File: config.mk
export PLATFORM = sky130hd
export DESIGN_NAME = vram_host_ctrl
export DESIGN_NICKNAME = d
export VERILOG_FILES = /design/src/rtl/vram_host_pkg.sv /design/src/rtl/vram_host_ctrl.sv /design/src/rtl/vram_serial_reader.sv
export SDC_FILE = /design/constraint.sdc
export NUM_CORES = 1
export LEC_CHECK = 0
export ABC_AREA = 1
export BUFFER_PORTS_ARGS = -buffer_cell sky130_fd_sc_hd__buf_2
export CAP_MARGIN = 10
export CORE_MARGIN = 2
export CORE_UTILIZATION = 45
export DETAILED_ROUTE_END_ITERATION = 10
export GPL_ROUTABILITY_DRIVEN = 0
export GPL_TIMING_DRIVEN = 1
export PLACE_DENSITY = 0.66
export SKIP_LAST_GASP = 1
export SYNTH_ARGS = -nofsm -noshare
export SYNTH_HDL_FRONTEND = slang
export SYNTH_SLANG_ARGS = --single-unit
File: constraint.sdc
create_clock -name clk -period 6.8 [get_ports clk]
set_input_delay 1.36 -clock clk [delete_from_list [all_inputs] [get_ports clk]]
set_output_delay 1.36 -clock clk [all_outputs]
set_load 0.005 [all_outputs]
File: src/rtl/vram_host_pkg.sv
// Constants, timing counts and enumerations for the video RAM host controller
// Function
// - Write mask sent on data lines at row strobe
// - Ports asynchronous except special transfer cycle
// - Host issues row-only or column-before-row refresh cycles
// - Output enable floats random data lines
package vram_host_pkg;
  // Array geometry of the larger variant
  localparam int          ROWS       = 512;
  localparam int          ADDR_W     = 9;
  localparam int          DATA_W     = 4;
  // Clock and strobe timing
  localparam int          CLK_NS     = 25;
  localparam int          T_ASR_NS   = 25;
  localparam int          T_RCD_NS   = 50;
  localparam int          T_RAS_NS   = 100;
  localparam int          T_CAS_NS   = 50;
  localparam int          T_RP_NS    = 100;
  localparam int          T_CSR_NS   = 25;
  localparam int          T_SC_NS    = 50;
  localparam int          T_REF_NS   = 15625;
  localparam int          SYNC_CYC   = 2;
  // Cycle counts, least times rounded up
  localparam logic [9:0]  ASR_CYC    = 10'((T_ASR_NS + CLK_NS - 1) / CLK_NS);
  localparam logic [9:0]  RCD_CYC    = 10'((T_RCD_NS + CLK_NS - 1) / CLK_NS);
  localparam logic [9:0]  RAS_CYC    = 10'((T_RAS_NS + CLK_NS - 1) / CLK_NS);
  localparam logic [9:0]  CAS_CYC    = 10'((T_CAS_NS + CLK_NS - 1) / CLK_NS);
  localparam logic [9:0]  RP_CYC     = 10'((T_RP_NS + CLK_NS - 1) / CLK_NS);
  localparam logic [9:0]  CSR_CYC    = 10'((T_CSR_NS + CLK_NS - 1) / CLK_NS);
  localparam logic [9:0]  SC_CYC     = 10'((T_SC_NS + CLK_NS - 1) / CLK_NS);
  // Refresh interval is a longest time, rounded down
  localparam logic [9:0]  REF_CYC    = 10'(T_REF_NS / CLK_NS);
  localparam logic [9:0]  SYNC_WAIT  = 10'(SYNC_CYC);
  localparam logic [9:0]  CNT_ONE    = 10'h001;
  localparam logic [9:0]  CNT_ZERO   = 10'h000;
  // Host command codes
  typedef enum logic [2:0] {
    OP_READ     = 3'h0,
    OP_WRITE    = 3'h1,
    OP_MWRITE   = 3'h2,
    OP_FLASH    = 3'h3,
    OP_XFER     = 3'h4,
    OP_RASREF   = 3'h5,
    OP_CBRREF   = 3'h6
  } op_e;
  // Random port sequencer states
  typedef enum logic [3:0] {
    ST_IDLE     = 4'h0,
    ST_RSETUP   = 4'h1,
    ST_ROW      = 4'h2,
    ST_COL      = 4'h3,
    ST_DTRISE   = 4'h4,
    ST_PRECH    = 4'h5,
    ST_CBRCAS   = 4'h6,
    ST_CBRRAS   = 4'h7
  } rstate_e;
  // Serial reader states
  typedef enum logic [1:0] {
    SS_IDLE     = 2'h0,
    SS_HIGH     = 2'h1,
    SS_LOW      = 2'h2
  } sstate_e;
endpackage : vram_host_pkg

File: src/rtl/vram_host_ctrl.sv
// Host controller driving the dual-port video RAM random and serial ports
`timescale 1ns/1ps
module vram_host_ctrl
  import vram_host_pkg::*;
(
  input  wire logic                             clk,
  input  wire logic                             reset,
  // Random port command side
  input  wire logic                             cmd_valid,
  output logic                                  cmd_ready,
  input  wire vram_host_pkg::op_e               cmd_op,
  input  wire logic [vram_host_pkg::ADDR_W-1:0] cmd_row,
  input  wire logic [vram_host_pkg::ADDR_W-1:0] cmd_col,
  input  wire logic [vram_host_pkg::DATA_W-1:0] cmd_data,
  input  wire logic [vram_host_pkg::DATA_W-1:0] cmd_mask,
  output logic                                  rsp_valid,
  output logic [vram_host_pkg::DATA_W-1:0]      rsp_data,
  // Serial read command side
  input  wire logic                             ser_req_valid,
  output logic                                  ser_req_ready,
  output logic                                  ser_word_valid,
  output logic [vram_host_pkg::DATA_W-1:0]      ser_word_data,
  // Device pins
  output logic                                  ras_n,
  output logic                                  cas_n,
  output logic                                  we_n,
  output logic                                  oe_n,
  output logic                                  transfer_trigger_n,
  output logic                                  flash_write_enable,
  output logic [vram_host_pkg::ADDR_W-1:0]      addr,
  input  wire logic [vram_host_pkg::DATA_W-1:0] random_io_lines_in,
  output logic [vram_host_pkg::DATA_W-1:0]      random_io_lines_out,
  output logic                                  random_io_lines_oe_n,
  output logic                                  serial_clock,
  output logic                                  serial_enable_n,
  input  wire logic [vram_host_pkg::DATA_W-1:0] serial_out_lines
);
  import vram_host_pkg::*;

  ////////////////////////////////////////////////////////////////////////////
  rstate_e             st_ff, nxt_st;             // Sequencer state
  logic [9:0]          cnt_ff, nxt_cnt;           // Phase timer
  op_e                 op_ff, nxt_op;             // Command in progress
  logic [ADDR_W-1:0]   col_ff, nxt_col;           // Held column address
  logic [DATA_W-1:0]   dat_ff, nxt_dat;           // Held write data
  logic                ras_ff, nxt_ras;           // Row strobe, low on
  logic                cas_ff, nxt_cas;           // Column strobe, low on
  logic                we_ff, nxt_we;             // Write strobe, low on
  logic                oe_ff, nxt_oe;             // Device output enable
  logic                dt_ff, nxt_dt;             // Transfer trigger
  logic                fwe_ff, nxt_fwe;           // Flash write pin
  logic [ADDR_W-1:0]   addr_ff, nxt_addr;         // Address pins
  logic [DATA_W-1:0]   io_ff, nxt_io;             // Data pins out
  logic                iooe_n_ff, nxt_iooe_n;     // Data pins enable
  logic                rv_ff, nxt_rv;             // Read answer pulse
  logic [DATA_W-1:0]   rd_ff, nxt_rd;             // Read answer data
  logic [DATA_W-1:0]   io_s1_ff, io_s2_ff;        // Pin synchroniser
  logic [9:0]          ref_ff, nxt_ref;           // Refresh interval timer
  logic                due_ff, nxt_due;           // Refresh pending
  logic                ser_quiet;                 // Serial clock at rest

  ////////////////////////////////////////////////////////////////////////////
  // Serial port runs on its own
  vram_serial_reader u_serial (
    .clk              (clk),
    .reset            (reset),
    .ser_req_valid    (ser_req_valid),
    .ser_req_ready    (ser_req_ready),
    .ser_word_valid   (ser_word_valid),
    .ser_word_data    (ser_word_data),
    .ser_quiet        (ser_quiet),
    .serial_clock     (serial_clock),
    .serial_enable_n  (serial_enable_n),
    .serial_out_lines (serial_out_lines)
  );

  // Commands wait while a refresh is owed
  assign cmd_ready            = (st_ff == ST_IDLE) && !due_ff;
  assign ras_n                = ras_ff;
  assign cas_n                = cas_ff;
  assign we_n                 = we_ff;
  assign oe_n                 = oe_ff;
  assign transfer_trigger_n   = dt_ff;
  assign flash_write_enable   = fwe_ff;
  assign addr                 = addr_ff;
  assign random_io_lines_out  = io_ff;
  assign random_io_lines_oe_n = iooe_n_ff;
  assign rsp_valid            = rv_ff;
  assign rsp_data             = rd_ff;

  ////////////////////////////////////////////////////////////////////////////
  // Refresh interval timer; a new due wins over its clear
  always_comb begin
    nxt_ref = ref_ff - CNT_ONE;
    nxt_due = due_ff;
    if (st_ff == ST_CBRRAS && cnt_ff == CNT_ZERO) begin
      nxt_due = 1'b0;
    end
    if (ref_ff == CNT_ZERO) begin
      nxt_ref = REF_CYC - CNT_ONE;
      nxt_due = 1'b1;
    end
  end

  ////////////////////////////////////////////////////////////////////////////
  // Random port sequencer
  always_comb begin
    nxt_st     = st_ff;
    nxt_cnt    = cnt_ff;
    nxt_op     = op_ff;
    nxt_col    = col_ff;
    nxt_dat    = dat_ff;
    nxt_ras    = ras_ff;
    nxt_cas    = cas_ff;
    nxt_we     = we_ff;
    nxt_oe     = oe_ff;
    nxt_dt     = dt_ff;
    nxt_fwe    = fwe_ff;
    nxt_addr   = addr_ff;
    nxt_io     = io_ff;
    nxt_iooe_n = iooe_n_ff;
    nxt_rv     = 1'b0;
    nxt_rd     = rd_ff;
    if (cnt_ff != CNT_ZERO) begin
      nxt_cnt = cnt_ff - CNT_ONE;
    end
    case (st_ff)
      ST_IDLE: begin
        if (due_ff) begin
          // Column strobe first selects internal counter refresh
          nxt_cas = 1'b0;
          nxt_cnt = CSR_CYC - CNT_ONE;
          nxt_st  = ST_CBRCAS;
        end else if (cmd_valid) begin
          nxt_op   = cmd_op;
          nxt_col  = cmd_col;
          nxt_dat  = cmd_data;
          nxt_addr = cmd_row;
          nxt_cnt  = ASR_CYC - CNT_ONE;
          nxt_st   = ST_RSETUP;
          if (cmd_op == OP_CBRREF) begin
            nxt_cas = 1'b0;
            nxt_cnt = CSR_CYC - CNT_ONE;
            nxt_st  = ST_CBRCAS;
          end
          // Mask rides the data lines at row strobe
          if (cmd_op == OP_MWRITE || cmd_op == OP_FLASH) begin
            nxt_we     = 1'b0;
            nxt_io     = cmd_mask;
            nxt_iooe_n = 1'b0;
          end
          nxt_fwe = (cmd_op == OP_FLASH);
          nxt_dt  = (cmd_op != OP_XFER);
        end
      end
      ST_RSETUP: begin
        if (cnt_ff == CNT_ZERO) begin
          nxt_ras = 1'b0;
          nxt_st  = ST_ROW;
          // Row-only cycles hold row strobe the full width
          if (op_ff == OP_FLASH || op_ff == OP_RASREF) begin
            nxt_cnt = RAS_CYC - CNT_ONE;
          end else begin
            nxt_cnt = RCD_CYC - CNT_ONE;
          end
        end
      end
      ST_ROW: begin
        if (cnt_ff == CNT_ZERO) begin
          nxt_iooe_n = 1'b1;
          nxt_we     = 1'b1;
          nxt_fwe    = 1'b0;
          if (op_ff == OP_FLASH || op_ff == OP_RASREF) begin
            nxt_ras = 1'b1;
            nxt_cnt = RP_CYC - CNT_ONE;
            nxt_st  = ST_PRECH;
          end else begin
            nxt_addr = col_ff;
            nxt_cas  = 1'b0;
            nxt_cnt  = CAS_CYC - CNT_ONE;
            nxt_st   = ST_COL;
            if (op_ff == OP_READ) begin
              // Wait out synchroniser before sampling
              nxt_oe  = 1'b0;
              nxt_cnt = CAS_CYC + SYNC_WAIT - CNT_ONE;
            end else if (op_ff != OP_XFER) begin
              nxt_we     = 1'b0;
              nxt_io     = dat_ff;
              nxt_iooe_n = 1'b0;
            end
          end
        end
      end
      ST_COL: begin
        if (cnt_ff == CNT_ZERO) begin
          if (op_ff == OP_READ) begin
            nxt_rv = 1'b1;
            nxt_rd = io_s2_ff;
          end
          if (op_ff == OP_XFER) begin
            // Edge must never meet a serial clock rise
            if (ser_quiet && !ser_req_valid) begin
              nxt_dt = 1'b1;
              nxt_st = ST_DTRISE;
            end
          end else begin
            nxt_cas    = 1'b1;
            nxt_ras    = 1'b1;
            nxt_we     = 1'b1;
            nxt_oe     = 1'b1;
            nxt_iooe_n = 1'b1;
            nxt_cnt    = RP_CYC - CNT_ONE;
            nxt_st     = ST_PRECH;
          end
        end
      end
      ST_DTRISE: begin
        // Transfer closes like a random cycle and refreshes its row
        nxt_cas = 1'b1;
        nxt_ras = 1'b1;
        nxt_cnt = RP_CYC - CNT_ONE;
        nxt_st  = ST_PRECH;
      end
      ST_PRECH: begin
        if (cnt_ff == CNT_ZERO) begin
          nxt_st = ST_IDLE;
        end
      end
      ST_CBRCAS: begin
        if (cnt_ff == CNT_ZERO) begin
          nxt_ras = 1'b0;
          nxt_cnt = RAS_CYC - CNT_ONE;
          nxt_st  = ST_CBRRAS;
        end
      end
      ST_CBRRAS: begin
        if (cnt_ff == CNT_ZERO) begin
          nxt_ras = 1'b1;
          nxt_cas = 1'b1;
          nxt_cnt = RP_CYC - CNT_ONE;
          nxt_st  = ST_PRECH;
        end
      end
      default: begin
        nxt_st = ST_IDLE;
      end
    endcase
  end

  ////////////////////////////////////////////////////////////////////////////
  // Register stage
  always_ff @(posedge clk or posedge reset) begin
    if (reset) begin
      st_ff     <= ST_IDLE;
      cnt_ff    <= CNT_ZERO;
      op_ff     <= OP_READ;
      col_ff    <= '0;
      dat_ff    <= '0;
      ras_ff    <= 1'b1;
      cas_ff    <= 1'b1;
      we_ff     <= 1'b1;
      oe_ff     <= 1'b1;
      dt_ff     <= 1'b1;
      fwe_ff    <= 1'b0;
      addr_ff   <= '0;
      io_ff     <= '0;
      iooe_n_ff <= 1'b1;
      rv_ff     <= 1'b0;
      rd_ff     <= '0;
      io_s1_ff  <= '0;
      io_s2_ff  <= '0;
      ref_ff    <= REF_CYC - CNT_ONE;
      due_ff    <= 1'b0;
    end else begin
      st_ff     <= nxt_st;
      cnt_ff    <= nxt_cnt;
      op_ff     <= nxt_op;
      col_ff    <= nxt_col;
      dat_ff    <= nxt_dat;
      ras_ff    <= nxt_ras;
      cas_ff    <= nxt_cas;
      we_ff     <= nxt_we;
      oe_ff     <= nxt_oe;
      dt_ff     <= nxt_dt;
      fwe_ff    <= nxt_fwe;
      addr_ff   <= nxt_addr;
      io_ff     <= nxt_io;
      iooe_n_ff <= nxt_iooe_n;
      rv_ff     <= nxt_rv;
      rd_ff     <= nxt_rd;
      io_s1_ff  <= random_io_lines_in;
      io_s2_ff  <= io_s1_ff;
      ref_ff    <= nxt_ref;
      due_ff    <= nxt_due;
    end
  end
endmodule : vram_host_ctrl

File: src/rtl/vram_serial_reader.sv
// Serial read port driver: clocks words out of the device register
`timescale 1ns/1ps
module vram_serial_reader
  import vram_host_pkg::*;
(
  input  wire logic                         clk,
  input  wire logic                         reset,
  input  wire logic                         ser_req_valid,
  output logic                              ser_req_ready,
  output logic                              ser_word_valid,
  output logic [vram_host_pkg::DATA_W-1:0]  ser_word_data,
  output logic                              ser_quiet,
  output logic                              serial_clock,
  output logic                              serial_enable_n,
  input  wire logic [vram_host_pkg::DATA_W-1:0] serial_out_lines
);
  import vram_host_pkg::*;

  ////////////////////////////////////////////////////////////////////////////
  sstate_e             sst_ff, nxt_sst;           // Phase of serial clock
  logic [9:0]          scnt_ff, nxt_scnt;         // Phase timer
  logic                sclk_ff, nxt_sclk;         // Serial clock pin
  logic                sen_n_ff, nxt_sen_n;       // Serial select, low on
  logic                wv_ff, nxt_wv;             // Word pulse
  logic [DATA_W-1:0]   wd_ff, nxt_wd;             // Captured word
  logic [DATA_W-1:0]   so_s1_ff, so_s2_ff;        // Pin synchroniser

  assign ser_req_ready   = (sst_ff == SS_IDLE);
  assign ser_quiet       = (sst_ff == SS_IDLE);
  assign serial_clock    = sclk_ff;
  assign serial_enable_n = sen_n_ff;
  assign ser_word_valid  = wv_ff;
  assign ser_word_data   = wd_ff;

  ////////////////////////////////////////////////////////////////////////////
  // Next phase, clock edge and capture
  always_comb begin
    nxt_sst   = sst_ff;
    nxt_scnt  = scnt_ff;
    nxt_sclk  = sclk_ff;
    nxt_sen_n = sen_n_ff;
    nxt_wv    = 1'b0;
    nxt_wd    = wd_ff;
    if (scnt_ff != CNT_ZERO) begin
      nxt_scnt = scnt_ff - CNT_ONE;
    end
    case (sst_ff)
      SS_IDLE: begin
        // Outputs float while nobody reads
        nxt_sen_n = 1'b1;
        if (ser_req_valid) begin
          nxt_sen_n = 1'b0;
          nxt_sclk  = 1'b1;
          nxt_scnt  = SC_CYC - CNT_ONE;
          nxt_sst   = SS_HIGH;
        end
      end
      SS_HIGH: begin
        if (scnt_ff == CNT_ZERO) begin
          nxt_sclk = 1'b0;
          nxt_scnt = SC_CYC + SYNC_WAIT - CNT_ONE;
          nxt_sst  = SS_LOW;
        end
      end
      SS_LOW: begin
        // Word settled and crossed the synchroniser
        if (scnt_ff == CNT_ZERO) begin
          nxt_wv  = 1'b1;
          nxt_wd  = so_s2_ff;
          nxt_sst = SS_IDLE;
        end
      end
      default: begin
        nxt_sst = SS_IDLE;
      end
    endcase
  end

  ////////////////////////////////////////////////////////////////////////////
  // Register stage
  always_ff @(posedge clk or posedge reset) begin
    if (reset) begin
      sst_ff   <= SS_IDLE;
      scnt_ff  <= CNT_ZERO;
      sclk_ff  <= 1'b0;
      sen_n_ff <= 1'b1;
      wv_ff    <= 1'b0;
      wd_ff    <= '0;
      so_s1_ff <= '0;
      so_s2_ff <= '0;
    end else begin
      sst_ff   <= nxt_sst;
      scnt_ff  <= nxt_scnt;
      sclk_ff  <= nxt_sclk;
      sen_n_ff <= nxt_sen_n;
      wv_ff    <= nxt_wv;
      wd_ff    <= nxt_wd;
      so_s1_ff <= serial_out_lines;
      so_s2_ff <= so_s1_ff;
    end
  end
endmodule : vram_serial_reader

Word-level counts from Yosys, hierarchy flattened --
Cells that the tools add are included.
Word-level totals: bits in registers 100, input bits 41, output and inout port bits 34, word-level logic and storage cells 203
Operators by class: add/sub/neg operators 3, equal/unequal tests 41, muxes and demuxes 92, bitwise logic cells 1, reduce and logical (&&, ||, !) cells 39
Operator list (count):
- $mux W10 | 12
- $mux W4 | 17
- $pmux W10 S6 | 1
- $mux W1 | 38
- $mux W9 | 4
- $ne A2 B2 Y1 const B | 16
- $pmux W4 S8 | 1
- $logic_not A10 Y1 | 3
- $sub A10 B1 Y10 const B | 3
- $reduce_and A8 Y1 | 3
- $pmux W10 S2 | 1
- $reduce_bool A10 Y1 | 2
- $pmux W9 S2 | 1
- $eq A4 B3 Y1 const B | 4
- $reduce_and A7 Y1 | 2
- $mux W2 | 6
- $ne A3 B3 Y1 const B | 4
- $reduce_and A3 Y1 | 4
- $reduce_and A6 Y1 | 2
- $ne A2 B1 Y1 const B | 5
- $pmux W1 S5 | 2
- $reduce_bool A2 Y1 | 5
- $reduce_bool A5 Y1 | 2
- $eq A3 B2 Y1 const B | 3
- 23 further kinds | 35

Depth between registers and ports, before layout --
word-level depth 6, mapped depth 11, depth with buffers taken out 11

Hierarchy --
From an unflattened synthesis, not the netlist that was laid out.
Second synthesis, totals: cell total of the unflattened synthesis 548, area, all modules 4709.5 um^2
By module, submodules not included:
- vram_host_ctrl | instances 1, cells each 424, area each 3540.9 um^2, seq. area each 1813.0 um^2
- vram_serial_reader | instances 1, cells each 124, area each 1168.6 um^2, seq. area each 676.9 um^2

Worst setup path before layout --
Ideal clock, no wire load.
path type input port to flip-flop, from in cmd_op[2], to reg io_ff[0], in the netlist random_io_lines_out[0], arrival time 2139 ps, setup slack 4538 ps, stages on the path 6, path buffers 0, cells stage by stage inv_1 -> nand2_1 -> o31ai_1 -> nand3b_4 -> nand2_1 -> o21ai_1
On the way: longest elaborated chain between the ends 4, elaborated cells on any way between the ends 5, classes of those cells eq/ne: 3; reduce/logical: 2
Ends and longest elaborated chain:
- start, declared | RTL line vram_host_ctrl.sv:11 | input wire vram_host_pkg::op_e cmd_op,
- $eq A3 B2 Y1 | RTL line vram_host_ctrl.sv:147 | if (cmd_op == OP_MWRITE || cmd_op == OP_FLASH) begin
- $logic_or A1 B1 Y1 (*) | RTL line vram_host_ctrl.sv:147
- $ne A2 B1 Y1 (no source line) (*)
- $reduce_and A8 Y1 (no source line) (*)
- end signal, assigned | RTL line vram_host_ctrl.sv:287 | io_ff <= nxt_io;
- end, declared | RTL line vram_host_ctrl.sv:53 | logic [DATA_W-1:0] io_ff, nxt_io;
Mark *: on every way between the ends. The rest lies on a longest branch, timed or not. A chain may end at the register's enable or synchronous reset.

Final worst setup path --
from reg st_ff[2], to out cmd_ready
On the way: longest elaborated chain between the ends 2
Ends and longest elaborated chain:
- start, declared | RTL line vram_host_ctrl.sv:41 | rstate_e st_ff, nxt_st;
- start signal, assigned | RTL line vram_host_ctrl.sv:275 | st_ff <= nxt_st;
- $logic_not A4 Y1 | RTL line vram_host_ctrl.sv:78 | assign cmd_ready = (st_ff == ST_IDLE) && !due_ff;
- $logic_and A1 B1 Y1 | RTL line vram_host_ctrl.sv:78
- end, declared | RTL line vram_host_ctrl.sv:10 | output logic cmd_ready,
No other way between the ends.

==> metrics.yaml <==
port_buffers: 74
ys_top_cells_by_area: "dfrtp_1 (47%), nand2_1 (12%), dfstp_2 (5.5%), inv_1 (4.1%), nor2_1 (3.7%)"
layout-drive-gt1-share_pct: 23.5
fin_ws_ns: 3.90
drt_iter0_markers: 195
ys_seq_area_share_pct: 52.3
power.density_nw_per_um2: 236
slew_viol_final: 0
post_cts_resized: 0
fmax_mhz: 345
seq_area_um2: 2490
numCtsBuffers: 9
yosys-top-cells-count: "nand2_1 (154), dfrtp_1 (89), inv_1 (52)"
ant_nets: 0
cts_tree: "done"
layout.nets: 674
fin_crit_sh_pct: 42.6
cts-hold-fix-buffers: 0
wl_um: 10100
path_max_fanout: 9
max_slew_margin_pct: 31.0
synth_edf_count: 0
synth_cells: 553
ys.warnings.count: 0
clk_transition_reported_paths_ns: 0.10
worstSetupEndpointType: "primary output"
place_ws_ns: 4.06
area_growth_pct: 14.6
grt_first_pass_wirelength_um: 17400
rows: 37
dieArea_um2: 11400
worst_setup_path_start_kind: "flip-flop"
hp-class: "reg -> reg"
grt.total_usage_pct: 19.3
n_antenna_cell: 0
hold_viol_final: 0
cts.path.max_buffers: 2
arrival_ns: 1.54
via_per_inst: 4.90
finish.utilization_pct: 53.1
instances_no_fill: 769
async_reset_ff_share_pct: 100
setup_tns_ns: 0
ir_drop_uv: 91.9
tightest_slew_ns: 1.04
wl_per_cell_um: 13.1
die_h_um: 107
post-dp-hpwl_um: 7550
required_ns: 5.44
drt-pass1-iter-count: 5
power_mw: 1.29
rsz0062_at_grt: "no"
grt_pass1_vias: 3701
synth_seq_cells: 99
initial_core_util_pct: 46.3
multi_input_area_um2: 1940
synth_area_leader_cell: "dfrtp_1"
grt.overflow.total: 0
clk_latency_ns: 0.37
drc: 0
synth_top_area_share_pct: 46.8
cts_setup_buffers: 0
vias: 3771
p_leak_nw: 2.89
cts_max_level: 3
setup_violations: 0
cts_root_buf: "clkbuf_8"
crit_type: "reg -> out"
grt_max_degree: 86
clkSinkCount: 99
syn_area_um2: 4760
maxCapViolations: 0
fill_cells: 991
synth.net_count: 599
core-area_um2: 10300
post-route-min-period_ns: 2.90
yosysMostFrequentCell: "nand2_1"
synthDistinctLibCells: 47
synthFlopType: "dfrtp_1"
dp.cells: 753
status: "completed"
finClkSkew_ns: 0.0114
syn_area_per_cell_um2: 8.61
io_pins: 75
antenna_found_initial: 0
fp.dieW_um: 107
## state kept, by name (all words and copies together) (netlist names), 2 cells and up
signal and count:
st_ff 3, u_serial.scnt_ff 10, u_serial.sst_ff 2, io_s1_ff 4, col_ff 9, io_s2_ff 4
u_serial.so_s1_ff 4, u_serial.ser_word_data 4, rsp_data 4, ref_ff 10, op_ff 3, dat_ff 4
addr 9, cnt_ff 10, random_io_lines_out 4, u_serial.so_s2_ff 4
## cell usage in the layout (no fill, tap or decap), drive strengths merged, types with 5 or more instances in the layout
cell and count:
nand4 5, xor2 8, o21ai 50, dfstp 10, ha 5, nand3 34, clkbuf 9, nor3 9
inv 69, dfrtp 89, a21oi 12, nand2 163, buf 75, nor2 58
## final timing paths
| kind | startpoint | to | slack [ns] | cells past startpoint |
|---|---|---|---|---|
| worst max register to register | st_ff[2] | addr[5] | 4.76 | 9 |
| worst max-delay path | st_ff[2] | cmd_ready | 3.90 | 4 |
| worst min-delay path | u_serial.so_s1_ff[1] | u_serial.so_s2_ff[1] | 0.36 | 0 |
| max in group asynchronous | reset | dat_ff[0] | 4.64 | 3 |
| worst min register to register | u_serial.so_s1_ff[1] | u_serial.so_s2_ff[1] | 0.36 | 0 |
| min in group asynchronous | reset | u_serial.ser_word_data[1] | 0.89 | 2 |
## through the flow
step	hold WS, ns	instance area [um2]
3_3_place_gp	0.334	5230
3_5_place_dp	0.336	5230
6_report	0.355	5460
2_1_floorplan	0.331	4760
4_1_cts	0.360	5460
5_1_grt	0.370	5460
## kinds of logic (layout without fill, tap and decap cells)
logic type / count (synthesis) / after routing / synth area share [%]
mux: 4 / 4 / 0.841
buf+inv: 77 / 157 / 7.02
fa+ha+maj: 5 / 5 / 1.31
compound gates: 77 / 77 / 9.80
simple gates: 279 / 279 / 26.5
flops: 99 / 99 / 52.3
xor+xnor: 12 / 12 / 2.21
## worst max-delay path: stages (launching register included)
cell and delay (ns):
dfrtp_1 0.58, nor2_2 0.22, nand2_2 0.09, nor2_2 0.14
buf_2 0.15
## routing by layer
metal  up-vias  GRT usage, %  routed length (um)
met4         0          6.68                 140
met2        86          30.5                4770
met5         -             0                   0
met1      1759          26.6                4700
met3        13          3.83                 450
li1       1913             -                   -
## layout make-up
cell class | count | area share (%)
timing repair buffer | 75 | 6.93
clock inverter | 7 | 1.95
multi-input combinational | 377 | 35.5
clock buffer | 9 | 2.27
sequential | 99 | 45.6
tap | 136 | 3.12
inverter | 66 | 4.59
## power by group
group          internal (mW)  total (mW)  switching [mW]
logic                 0.0804       0.195           0.115
clock network          0.214       0.430           0.216
registers              0.634       0.665          0.0308
Note: power is estimated with default switching activity, not from simulation.
